### src/hdl/rftx_cfg.svh
// Purpose: Offsets, field positions and reset values for the reader transmit-length block.
// Assumes: Included by bare name from the design and bench files.
// Notes: Definitions only.
`ifndef RFTX_CFG_SVH
`define RFTX_CFG_SVH

// ----------------------------------------------------------------------
// Device registers on the link
// ----------------------------------------------------------------------
`define RFTX_ADDR_FIFO_STAT 8'h1C
`define RFTX_ADDR_TX_UPPER 8'h1D
`define RFTX_ADDR_TX_LOWER 8'h1E
`define RFTX_LEN_RESET 8'h00
`define RFTX_LEVEL_MAX 7'h7F
`define RFTX_FULL_BYTE_BITS 4'h8

// ----------------------------------------------------------------------
// Host registers, Avalon word index
// ----------------------------------------------------------------------
`define RFTX_HREG_LEN 3'h0
`define RFTX_HREG_CMD 3'h1
`define RFTX_HREG_CTRL 3'h2
`define RFTX_HREG_STATUS 3'h3
`define RFTX_HREG_IRQ_STAT 3'h4
`define RFTX_HREG_IRQ_MASK 3'h5
`define RFTX_CMD_SEND_LEN 0
`define RFTX_CMD_READ_STAT 1
`define RFTX_CTRL_CHIP_EN 0
`define RFTX_IRQ_LEN_DONE 0
`define RFTX_IRQ_STAT_DONE 1
`define RFTX_IRQ_OVERFLOW 2
`define RFTX_IRQ_RESET 3'h0
`define RFTX_LEN_FLAG_BIT 15
`define RFTX_OVF_BIT 7

`endif

### src/hdl/rftx_pkg.sv
// Purpose: Types shared by both ends of the reader transmit-length block.
// Assumes: Constants live in rftx_cfg.svh.
// Notes: Nothing here is imported; users write rftx_pkg::name.
package rftx_pkg;

    typedef enum logic [1:0] {TX_IDLE, TX_BYTES, TX_PART, TX_EOF} rftx_tx_state_t;

    typedef enum logic [1:0] {H_IDLE, H_WR_HI, H_WR_LO, H_RD} rftx_host_state_t;

endpackage

### src/hdl/rftx_if.sv
// Purpose: Register link between the host controller and the reader device.
// Assumes: Both ends run on the same clock.
// Notes: A request is held until the one-cycle acknowledge.
`timescale 1ns/10ps
interface rftx_if;
    logic chip_en;
    logic req;
    logic we;
    logic [7:0] addr;
    logic [7:0] wdata;
    logic [7:0] rdata;
    logic ack;

    modport dev
    (
        input chip_en, req, we, addr, wdata,
        output rdata, ack
    );

    modport host
    (
        output chip_en, req, we, addr, wdata,
        input rdata, ack
    );
endinterface

### src/hdl/rftx_lenreg.sv
// Purpose: One transmit-length register with write and two kinds of clear.
// Assumes: Same clock and reset as the instantiating end.
// Notes: The disable clear beats a write; a write beats the end-of-frame clear.
`timescale 1ns/10ps
module rftx_lenreg #(
    parameter int W = 8
)
(
    // Clock and reset
    input wire logic clk,
    input wire logic rstn,
    // Control
    input wire logic hold_clr,
    input wire logic we,
    input wire logic [W-1:0] wdata,
    input wire logic eof_clr,
    // Value
    output logic [W-1:0] q
);
    logic [W-1:0] d;

    always_comb
    begin
        if (hold_clr)
            d = '0;
        else if (we)
            d = wdata;
        else if (eof_clr)
            d = '0;
        else
            d = q;
    end

    always_ff @(posedge clk or negedge rstn)
    begin
        if (!rstn)
            q <= '0;
        else
            q <= d;
    end
endmodule

### src/hdl/rftx_dev.sv
// Purpose: Reader device end: FIFO fill status, transmit-length registers and transmit sequencer.
// Assumes: Host keeps a link request steady until ack; FIFO storage lives outside.
// Notes: Link answers one cycle after a request is taken.
//
// Chosen here: the rftx_if register link to the host.
`timescale 1ns/10ps
`include "rftx_cfg.svh"

module rftx_dev
(
    // Clock and reset
    input wire logic clk,
    input wire logic rstn,
    // Link to the host
    rftx_if.dev link,
    // FIFO traffic from the data path
    input wire logic fifo_wr,
    input wire logic fifo_rd,
    // Transmit control and output
    input wire logic tx_start,
    output logic tx_pop,
    output logic [3:0] tx_nbits,
    output logic tx_eof,
    output logic tx_busy,
    output logic [6:0] fifo_level
);

    // ----------------------------------------------------------------------
    // Register link
    // ----------------------------------------------------------------------
    logic ack_q;
    logic ack_d;
    logic [7:0] rdata_q;
    logic [7:0] rdata_d;
    logic take;
    logic wr_upper;
    logic wr_lower;
    logic hold_clr;
    logic eof_clr;
    logic [7:0] upper_q;
    logic [7:0] lower_q;
    logic ovf_q;
    logic ovf_d;
    logic [6:0] level_q;
    logic [6:0] level_d;

    assign take = link.req && !ack_q;
    assign wr_upper = take && link.we && (link.addr == `RFTX_ADDR_TX_UPPER);
    assign wr_lower = take && link.we && (link.addr == `RFTX_ADDR_TX_LOWER);
    assign hold_clr = !link.chip_en;

    always_comb
    begin
        ack_d = take;
        rdata_d = rdata_q;
        if (take && !link.we)
        begin
            case (link.addr)
                `RFTX_ADDR_FIFO_STAT: rdata_d = {ovf_q, level_q};
                `RFTX_ADDR_TX_UPPER: rdata_d = upper_q;
                `RFTX_ADDR_TX_LOWER: rdata_d = lower_q;
                default: rdata_d = 8'h00;
            endcase
        end
    end

    always_ff @(posedge clk or negedge rstn)
    begin
        if (!rstn)
        begin
            ack_q <= 1'b0;
            rdata_q <= 8'h00;
        end
        else
        begin
            ack_q <= ack_d;
            rdata_q <= rdata_d;
        end
    end

    assign link.ack = ack_q;
    assign link.rdata = rdata_q;

    // ----------------------------------------------------------------------
    // Transmit-length registers
    // ----------------------------------------------------------------------
    // Upper holds count[11:4], lower holds count[3:0], bit count and flag.
    rftx_lenreg #(.W(8)) u_upper
    (
        .clk(clk),
        .rstn(rstn),
        .hold_clr(hold_clr),
        .we(wr_upper),
        .wdata(link.wdata),
        .eof_clr(eof_clr),
        .q(upper_q)
    );

    rftx_lenreg #(.W(8)) u_lower
    (
        .clk(clk),
        .rstn(rstn),
        .hold_clr(hold_clr),
        .we(wr_lower),
        .wdata(link.wdata),
        .eof_clr(eof_clr),
        .q(lower_q)
    );

    // ----------------------------------------------------------------------
    // Transmit sequencer
    // ----------------------------------------------------------------------
    rftx_pkg::rftx_tx_state_t state_q;
    rftx_pkg::rftx_tx_state_t state_d;
    logic [11:0] remain_q;
    logic [11:0] remain_d;
    logic [2:0] part_q;
    logic [2:0] part_d;
    logic flag_q;
    logic flag_d;
    logic pop_d;
    logic [3:0] nbits_d;
    logic eof_d;
    logic have_byte;

    assign have_byte = (level_q != 7'h00);
    assign eof_clr = (state_q == rftx_pkg::TX_EOF);

    always_comb
    begin
        state_d = state_q;
        remain_d = remain_q;
        part_d = part_q;
        flag_d = flag_q;
        pop_d = 1'b0;
        nbits_d = tx_nbits;
        eof_d = 1'b0;
        case (state_q)
            rftx_pkg::TX_IDLE:
            begin
                if (tx_start)
                begin
                    // The count is latched so host writes during a frame do not disturb it.
                    remain_d = {upper_q, lower_q[7:4]};
                    part_d = lower_q[3:1];
                    flag_d = lower_q[0];
                    state_d = rftx_pkg::TX_BYTES;
                end
            end
            rftx_pkg::TX_BYTES:
            begin
                if (remain_q == 12'h000)
                    state_d = flag_q ? rftx_pkg::TX_PART : rftx_pkg::TX_EOF;
                else if (have_byte)
                begin
                    pop_d = 1'b1;
                    nbits_d = `RFTX_FULL_BYTE_BITS;
                    remain_d = remain_q - 12'h001;
                end
            end
            rftx_pkg::TX_PART:
            begin
                if (have_byte)
                begin
                    pop_d = 1'b1;
                    nbits_d = {1'b0, part_q};
                    state_d = rftx_pkg::TX_EOF;
                end
            end
            rftx_pkg::TX_EOF:
            begin
                eof_d = 1'b1;
                state_d = rftx_pkg::TX_IDLE;
            end
            default:
            begin
                state_d = rftx_pkg::TX_IDLE;
            end
        endcase
        // Dropping chip enable aborts the frame without an end-of-frame pulse.
        if (hold_clr)
        begin
            state_d = rftx_pkg::TX_IDLE;
            pop_d = 1'b0;
            eof_d = 1'b0;
        end
    end

    always_ff @(posedge clk or negedge rstn)
    begin
        if (!rstn)
        begin
            state_q <= rftx_pkg::TX_IDLE;
            remain_q <= 12'h000;
            part_q <= 3'h0;
            flag_q <= 1'b0;
            tx_pop <= 1'b0;
            tx_nbits <= 4'h0;
            tx_eof <= 1'b0;
            tx_busy <= 1'b0;
        end
        else
        begin
            state_q <= state_d;
            remain_q <= remain_d;
            part_q <= part_d;
            flag_q <= flag_d;
            tx_pop <= pop_d;
            tx_nbits <= nbits_d;
            tx_eof <= eof_d;
            tx_busy <= (state_d != rftx_pkg::TX_IDLE);
        end
    end

    // ----------------------------------------------------------------------
    // FIFO fill level and overflow
    // ----------------------------------------------------------------------
    logic inc;
    logic dec;

    // The data path may only read out while no frame is being sent.
    assign inc = fifo_wr && link.chip_en;
    assign dec = pop_d || (fifo_rd && !tx_busy && have_byte);

    always_comb
    begin
        level_d = level_q;
        ovf_d = ovf_q;
        if (hold_clr)
        begin
            level_d = 7'h00;
            ovf_d = 1'b0;
        end
        else if (inc && !dec && (level_q == `RFTX_LEVEL_MAX))
            ovf_d = 1'b1;
        else if (inc && !dec)
            level_d = level_q + 7'h01;
        else if (dec && !inc)
            level_d = level_q - 7'h01;
    end

    always_ff @(posedge clk or negedge rstn)
    begin
        if (!rstn)
        begin
            level_q <= 7'h00;
            ovf_q <= 1'b0;
            fifo_level <= 7'h00;
        end
        else
        begin
            level_q <= level_d;
            ovf_q <= ovf_d;
            fifo_level <= level_d;
        end
    end
endmodule

### src/flat_wrapper.sv
// flat-port wrapper written by rule: the top's interface ports become plain ports
module rftx_dev_flat 
  (clk, rstn, fifo_wr, fifo_rd, tx_start, tx_pop, tx_nbits, tx_eof, tx_busy, fifo_level, link_chip_en, link_req, link_we, link_addr, link_wdata, link_rdata, link_ack);
  rftx_if link_i ();
  input wire logic clk;
  input wire logic rstn;
  input wire logic fifo_wr;
  input wire logic fifo_rd;
  input wire logic tx_start;
  output logic tx_pop;
  output logic [3:0] tx_nbits;
  output logic tx_eof;
  output logic tx_busy;
  output logic [6:0] fifo_level;
  input wire logic [$bits(link_i.chip_en)-1:0] link_chip_en;
  input wire logic [$bits(link_i.req)-1:0] link_req;
  input wire logic [$bits(link_i.we)-1:0] link_we;
  input wire logic [$bits(link_i.addr)-1:0] link_addr;
  input wire logic [$bits(link_i.wdata)-1:0] link_wdata;
  output wire logic [$bits(link_i.rdata)-1:0] link_rdata;
  output wire logic [$bits(link_i.ack)-1:0] link_ack;
  assign link_i.chip_en = link_chip_en;
  assign link_i.req = link_req;
  assign link_i.we = link_we;
  assign link_i.addr = link_addr;
  assign link_i.wdata = link_wdata;
  assign link_rdata = link_i.rdata;
  assign link_ack = link_i.ack;
  rftx_dev u_core (.clk(clk), .rstn(rstn), .link(link_i), .fifo_wr(fifo_wr), .fifo_rd(fifo_rd), .tx_start(tx_start), .tx_pop(tx_pop), .tx_nbits(tx_nbits), .tx_eof(tx_eof), .tx_busy(tx_busy), .fifo_level(fifo_level));
endmodule
### config.mk
export PLATFORM = sky130hd
export DESIGN_NAME = rftx_dev_flat
export DESIGN_NICKNAME = d
export VERILOG_FILES = /design/src/hdl/rftx_pkg.sv /design/src/hdl/rftx_if.sv /design/src/hdl/rftx_lenreg.sv /design/src/hdl/rftx_dev.sv /design/src/flat_wrapper.sv
export VERILOG_INCLUDE_DIRS = /design/src /design/src/hdl
export SDC_FILE = /design/constraint.sdc
export NUM_CORES = 1
export LEC_CHECK = 0
export BUFFER_PORTS_ARGS = -buffer_cell sky130_fd_sc_hd__buf_4
export CORE_UTILIZATION = 59
export CTS_BUF_LIST = sky130_fd_sc_hd__clkbuf_4
export DETAILED_ROUTE_END_ITERATION = 10
export GPL_ROUTABILITY_DRIVEN = 0
export PLACE_DENSITY = 0.84
export SLEW_MARGIN = 20
export SYNTH_ARGS = -nofsm -noshare
export SYNTH_HDL_FRONTEND = slang
export SYNTH_SLANG_ARGS = --single-unit
### constraint.sdc
create_clock -name clk -period 9.5 [get_ports clk]
set_input_delay 0.95 -clock clk [delete_from_list [all_inputs] [get_ports clk]]
set_output_delay 0.95 -clock clk [all_outputs]
set_load 0.01 [all_outputs]
# Word-level counts from Yosys, hierarchy flattened

Index checks and enable logic that the tools add are counted.

Memory bits (read-only): 0
Register bits: 58
Bits in latches: 0
Memories: 0
RAM bits: 0
Output and inout bits: 23
Input bits: 24

Muxes and demuxes: 32
Divide/modulo/power cells: 0
Reductions and logical operators: 27
Shift operators: 0
Bitwise operators: 0
Eq/ne operators: 16
Multiply operators: 0
Magnitude comparators: 0
Add/sub/neg operators: 3

Operator list:

| cell                                                                 | number |
|---|---|
| 8-bit 2-to-1 mux                                                     | 5 |
| 12-bit 2-to-1 mux                                                    | 3 |
| 7-bit 2-to-1 mux                                                     | 4 |
| 8-bit by 5-bit == test with 1-bit output, second input constant      | 3 |
| 12-bit one-hot mux with 2 select lines                               | 1 |
| 8-bit one-hot mux with 3 select lines                                | 1 |
| 12-bit zero test                                                     | 1 |
| 4-bit 2-to-1 mux                                                     | 3 |
| 12-bit by 1-bit subtractor with 12-bit output, second input constant | 1 |
| 1-bit logical AND                                                    | 11 |
| 3-bit by 1-bit != test with 1-bit output, second input constant      | 3 |
| 1-bit 2-to-1 mux                                                     | 8 |
| 2-bit 2-to-1 mux                                                     | 4 |
| 2-bit one-hot mux with 4 select lines                                | 1 |
| 4-bit one-hot mux with 2 select lines                                | 1 |
| 4-bit AND reduction                                                  | 2 |
| 7-bit by 1-bit adder with 7-bit output, second input constant        | 1 |
| 7-bit == test, second input constant                                 | 1 |
| 7-bit nonzero test                                                   | 1 |
| 7-bit by 1-bit subtractor with 7-bit output, second input constant   | 1 |
| 2-bit by 1-bit != test with 1-bit output, second input constant      | 3 |
| 2-bit != test, second input constant                                 | 3 |
| 2-bit nonzero test                                                   | 3 |
| 1-bit zero test                                                      | 5 |
| 6 further kinds                                                      | 8 |

# Depth between registers and ports, before layout

Depth after elaboration: 11
Mapped depth: 13
Depth with buffers taken out: 12

# Hierarchy

From an unflattened synthesis, not the netlist that was laid out.

Cells, all modules: 322
Area total of the unflattened synthesis: 3298.2 um^2

By module, submodules not included:

| module      | cells each | instances | area each (um^2) |
|---|---|---|---|
| rftx_dev    | 280        | 1         | 2652.5 |
| rftx_lenreg | 21         | 2         | 322.8 |

# Worst setup path after synthesis

OpenSTA, ideal clock, no wires.

Path kind: register -> register
From: register u_core.remain_q[0]
To: register u_core.fifo_level[6]
Data arrival time: 3.250 ns
Buffers on the path: 1
Slack: 6.156 ns
Clock period less this slack: 3.344 ns
Data required time: 9.406 ns
Cell stages (with the launch flop): 14
Setup time: 0.094 ns
Cells stage by stage: dfrtp_1 -> inv_1 -> ha_1 -> nor3b_2 -> and3_4 -> buf_6 -> o211ai_2 -> or2_2 -> fa_1 -> a211oi_1 -> o21bai_1 -> a21oi_1 -> mux2i_1 -> a221oi_2

Word-level cells in the longest chain between the ends: 10
Elaborated cells between the ends (all ways): 15
Those cells by class: 2 x eq/ne; 6 x mux; 7 x reduce/logical

Ends and longest elaborated chain:

| element                                                 | line                             | text |
|---|---|---|
| start, declared                                         | rftx_dev.sv:115                  | `logic [11:0] remain_q;` |
| start signal, assigned                                  | rftx_dev.sv:205                  | `remain_q <= remain_d;` |
| 12-bit zero test *                                      | rftx_dev.sv:152                  | `if (remain_q == 12'h000)` |
| 1-bit 2-to-1 mux *                                      | rftx_dev.sv:152                  |  |
| 1-bit one-hot mux with 2 select lines *                 | rftx_dev.sv:138                  | `case (state_q)` |
| 1-bit 2-to-1 mux *                                      | rftx_dev.sv:181                  | `if (hold_clr)` |
| 1-bit logical OR *                                      | rftx_dev.sv:223                  | `assign dec = pop_d \|\| (fifo_rd && !tx_busy && have_byte);` |
| 1-bit zero test                                         | rftx_dev.sv:234, rftx_dev.sv:236 |  |
| 1-bit logical AND                                       | rftx_dev.sv:234, rftx_dev.sv:236 |  |
| 7-bit 2-to-1 mux or 1-bit logical AND (tied branches)   | rftx_dev.sv:236, rftx_dev.sv:234 |  |
| 7-bit 2-to-1 mux or 2-bit != test (tied branches)       | -                                |  |
| 7-bit 2-to-1 mux or 2-bit AND reduction (tied branches) | -                                |  |
| end signal, assigned                                    | rftx_dev.sv:254                  | `fifo_level <= level_d;` |
| end, declared                                           | rftx_dev.sv:25                   | `output logic [6:0] fifo_level` |

Every way passes the cells marked *; elsewhere a longest branch is shown, timed or not. The select of a mux whose other input is x is not followed.
A chain may end at the register's enable or synchronous reset.

# Final worst setup path

Same ends and word-level chain as after synthesis.

==> impl_metrics.csv <==
group,metric,value,unit
global_route,gr-total-overflow,0,
worst_setup_path,critical_path.top_delay_family,"simple AND/OR/NAND/NOR gates",
synth,synth_top_area_frac,0.4229,
sta,fin_tns_setup,0,ns
sta,slew_viol_final,0,
global_route,grt_max_degree,59,
synth,netlist_top_cells_count,"dfrtp_1 (58), a21oi_1 (48), nand2_1 (39)",
sta,hold_violations,0,
worst_setup_path,worst_setup_path_end_kind,"flip-flop",
floorplan,ios,47,
synth,ys_types,63,
place,pre_cts_slack,5.881,ns
detailed_routing,ant_nets,0,
synth,synth_flop_cell,"dfrtp_1",
worst_setup_path,crit_path_max_fanout,13,
clocking,cts_root_buf,"clkbuf_4",
power_and_ir_drop,powerDensity,259.5,nW/um^2
global_route,antenna_found_initial,0,
global_route,grt_usage,0.2967,
worst_setup_path,r2r_setup_slack,5.76,ns
sta,rsz0062_at_grt,"no",
global_route,grt_pass1_vias,2807,
sta,worst_pin_slew,0.9446,ns
floorplan,dieArea,6126,um^2
clocking,ctsHtreeMaxLevel,3,
sta,setup_viol,0,
sta,slew_headroom,0.3690,
finish,drive_gt1_frac,0.2457,
clocking,clk_pin_slew,0.11,ns
worst_setup_path,critPathRequiredTime,9.82,ns
clocking,numCtsBuffers,9,
clocking,insertion_delay,0.41,ns
run,drv_cap,0,
detailed_routing,via_count,3106,
place,port_buffers,46,
clocking,post_cts_buffers,0,
synth,synth_edf_count,0,
worst_setup_path,path_buf_inv,1,
worst_setup_path,path_cells,"inv_1 > ha_1 > nor3b_2 > and3_4 > o211ai_2 > or2_2 > fa_1 > a211oi_1 > o21bai_1 > a21oi_1 > mux2i_1 > a221oi_2",
synth,synth_cells,363,
synth,syn-cell-area,3432,um^2
worst_setup_path,path_class,"reg2reg",
synth,synthesis.nets,398,
detailed_routing,drt_iter0_markers,234,
sta,fin_crit_sh,0.3942,
floorplan,rows,27,
finish,n_antenna_cell,0,
sta,skew,0.007590,ns
synth,synthTopCellsByArea,"dfrtp_1 (42%), a21oi_1 (7.0%), nand2_1 (4.3%)",
clocking,cts_max_path_buffers,2,
finish,multi_input_area,1868,um^2
synth,ys_ff_latch,58,
detailed_routing,via_per_inst,6.484,
sta,period_needed,3.745,ns
synth,yosysWarnings,0,
synth,postSynthAreaPerCell,9.455,um^2
place,dp_hpwl,5802,um
finish,synthToLayoutAreaGrowth,15.31,%
clocking,clock_sinks,58,
power_and_ir_drop,max-vdd-ir-drop,0.1953,mV
worst_setup_path,critPathMaxStageDelay,0.46,ns
sta,max_freq,0.2670,GHz
clocking,cts.repair.resized,0,
finish,ff_latch_area,1451,um^2
synth,synth_top_cell_by_area,"dfrtp_1",
synth,post-synth-top-count-cell,"dfrtp_1",
detailed_routing,routed_wirelength,8412,um
floorplan,fp.dieW,78.27,um
worst_setup_path,crit_arrival,4.06,ns
floorplan,die_h,78.27,um
synth,yosysSeqAreaShare,0.4229,
worst_setup_path,start_kind,"flip-flop",
worst_setup_path,cp_slowest_cell,"nor3b_2",
floorplan,initial_core_util,0.6195,
power_and_ir_drop,leakage,1.701,nW
status,status,"finished, final reports clean",
detailed_routing,routedWlPerCell,17.56,um
sta,setup_ws,5.755,ns
min_path,hold_path_class,"reg2reg",
finish,layout.nets,437,
finish,fillers,455,
detailed_routing,firstDrtPassIters,4,
clocking,cts_hold_buffers,0,
synth,async_flop_share,1.000,
global_route,grt_pass1_wl,13980,um
clocking,cts_tree,"yes",
detailed_routing,drc,0,
floorplan,core_area,5540,um^2
==> state kept, by name, indices dropped and copies added (netlist names) <==
signal / count
u_core.remain_q: 12
u_core.link.rdata: 8
u_core.u_lower.q: 8
u_core.u_upper.q: 8
u_core.fifo_level: 7
u_core.tx_nbits: 4
u_core.part_q: 3
u_core.state_q: 2
u_core.flag_q: 1
u_core.link.ack: 1
u_core.ovf_q: 1
u_core.tx_busy: 1
u_core.tx_eof: 1
u_core.tx_pop: 1
==> power breakdown <==
part / internal (mW) / switching (mW)
Combinational: 0.190 / 0.272
Clock: 0.106 / 0.102
Sequential: 0.291 / 0.0661
Total: 0.587 / 0.440
==> layout by cell type, fill, tap and decap left out, types with 3 or more instances in the layout <==
cell / Yosys / layout
dfrtp_1: 58 / 58
a21oi_1: 48 / 48
buf_4: 0 / 48
nand2_1: 39 / 39
o21ai_0: 24 / 24
or3b_2: 16 / 16
nand3_1: 11 / 11
nor3_1: 10 / 10
ha_1: 10 / 10
mux2i_1: 9 / 9
a22o_1: 9 / 9
clkbuf_4: 0 / 9
nor2_1: 7 / 7
nand2b_1: 7 / 7
inv_1: 6 / 6
a31oi_1: 6 / 6
nor2b_1: 5 / 5
o21ai_1: 5 / 5
nand4_1: 5 / 5
nor4_1: 4 / 4
mux2_2: 4 / 4
a211o_1: 3 / 3
and3_1: 3 / 3
a221o_1: 3 / 3
o21a_1: 3 / 3
==> per-stage QoR <==
| stage | power, mW | instance area, um^2 | std cells | util | hold slack, ns |
|---|---|---|---|---|---|
| floorplan | 0.6927 | 3432 | 363 | - | 0.4633 |
| global placement | 0.8008 | 3796 | 463 | 0.6852 | 0.4421 |
| detailed placement | 0.8131 | 3796 | 463 | 0.6852 | 0.4563 |
| CTS | 1.021 | 3958 | 479 | 0.7143 | 0.4777 |
| global route | 1.097 | 3958 | 479 | 0.7143 | 0.5163 |
| finish | 1.027 | 3958 | 479 | 0.7143 | 0.4807 |
==> worst paths after layout <==
path                                           startpoint                               end  cells past startpoint
max reg2reg                u_core.remain_q[0]$_DFFE_PN0P_  u_core.fifo_level[6]$_DFFE_PN0P_                     12
min in group asynchronous                            rstn  u_core.fifo_level[5]$_DFFE_PN0P_                      1
max                        u_core.remain_q[0]$_DFFE_PN0P_  u_core.fifo_level[6]$_DFFE_PN0P_                     12
max in group asynchronous                            rstn  u_core.fifo_level[6]$_DFFE_PN0P_                      1
min                             u_core.link.ack$_DFF_PN0_         u_core.link.ack$_DFF_PN0_                      1
min reg2reg                     u_core.link.ack$_DFF_PN0_         u_core.link.ack$_DFF_PN0_                      1
==> kinds of logic after synthesis <==
kind of cell               after synthesis  share of synthesized area
adders and majority gates               11                    0.04229
xor gates and xnor gates                 2                   0.005105
and+or+nand+nor                        124                     0.2114
muxes                                   13                    0.03937
DFF                                     58                     0.4229
buffers and inverters                   27                    0.03281
AOI/OAI and AO/OA                      128                     0.2461
==> metal layers <==
| layer | wire [um] | track usage | vias up |
|---|---|---|---|
| met5 | 0 | 0 | - |
| met4 | 209 | 0.1481 | 0 |
| met3 | 395 | 0.03721 | 20 |
| met2 | 3964 | 0.4491 | 114 |
| met1 | 3843 | 0.4208 | 1530 |
| li1 | - | - | 1442 |
==> layout make-up <==
| class | count | share of cell area |
|---|---|---|
| Multi-Input combinational cell | 278 | 0.4720 |
| Sequential cell | 58 | 0.3667 |
| Timing Repair Buffer | 48 | 0.09105 |
| Clock inverter | 7 | 0.02371 |
| Tap cell | 72 | 0.02276 |
| Clock buffer | 9 | 0.01707 |
| Inverter | 7 | 0.006639 |
(Power assumes the default switching activity.)
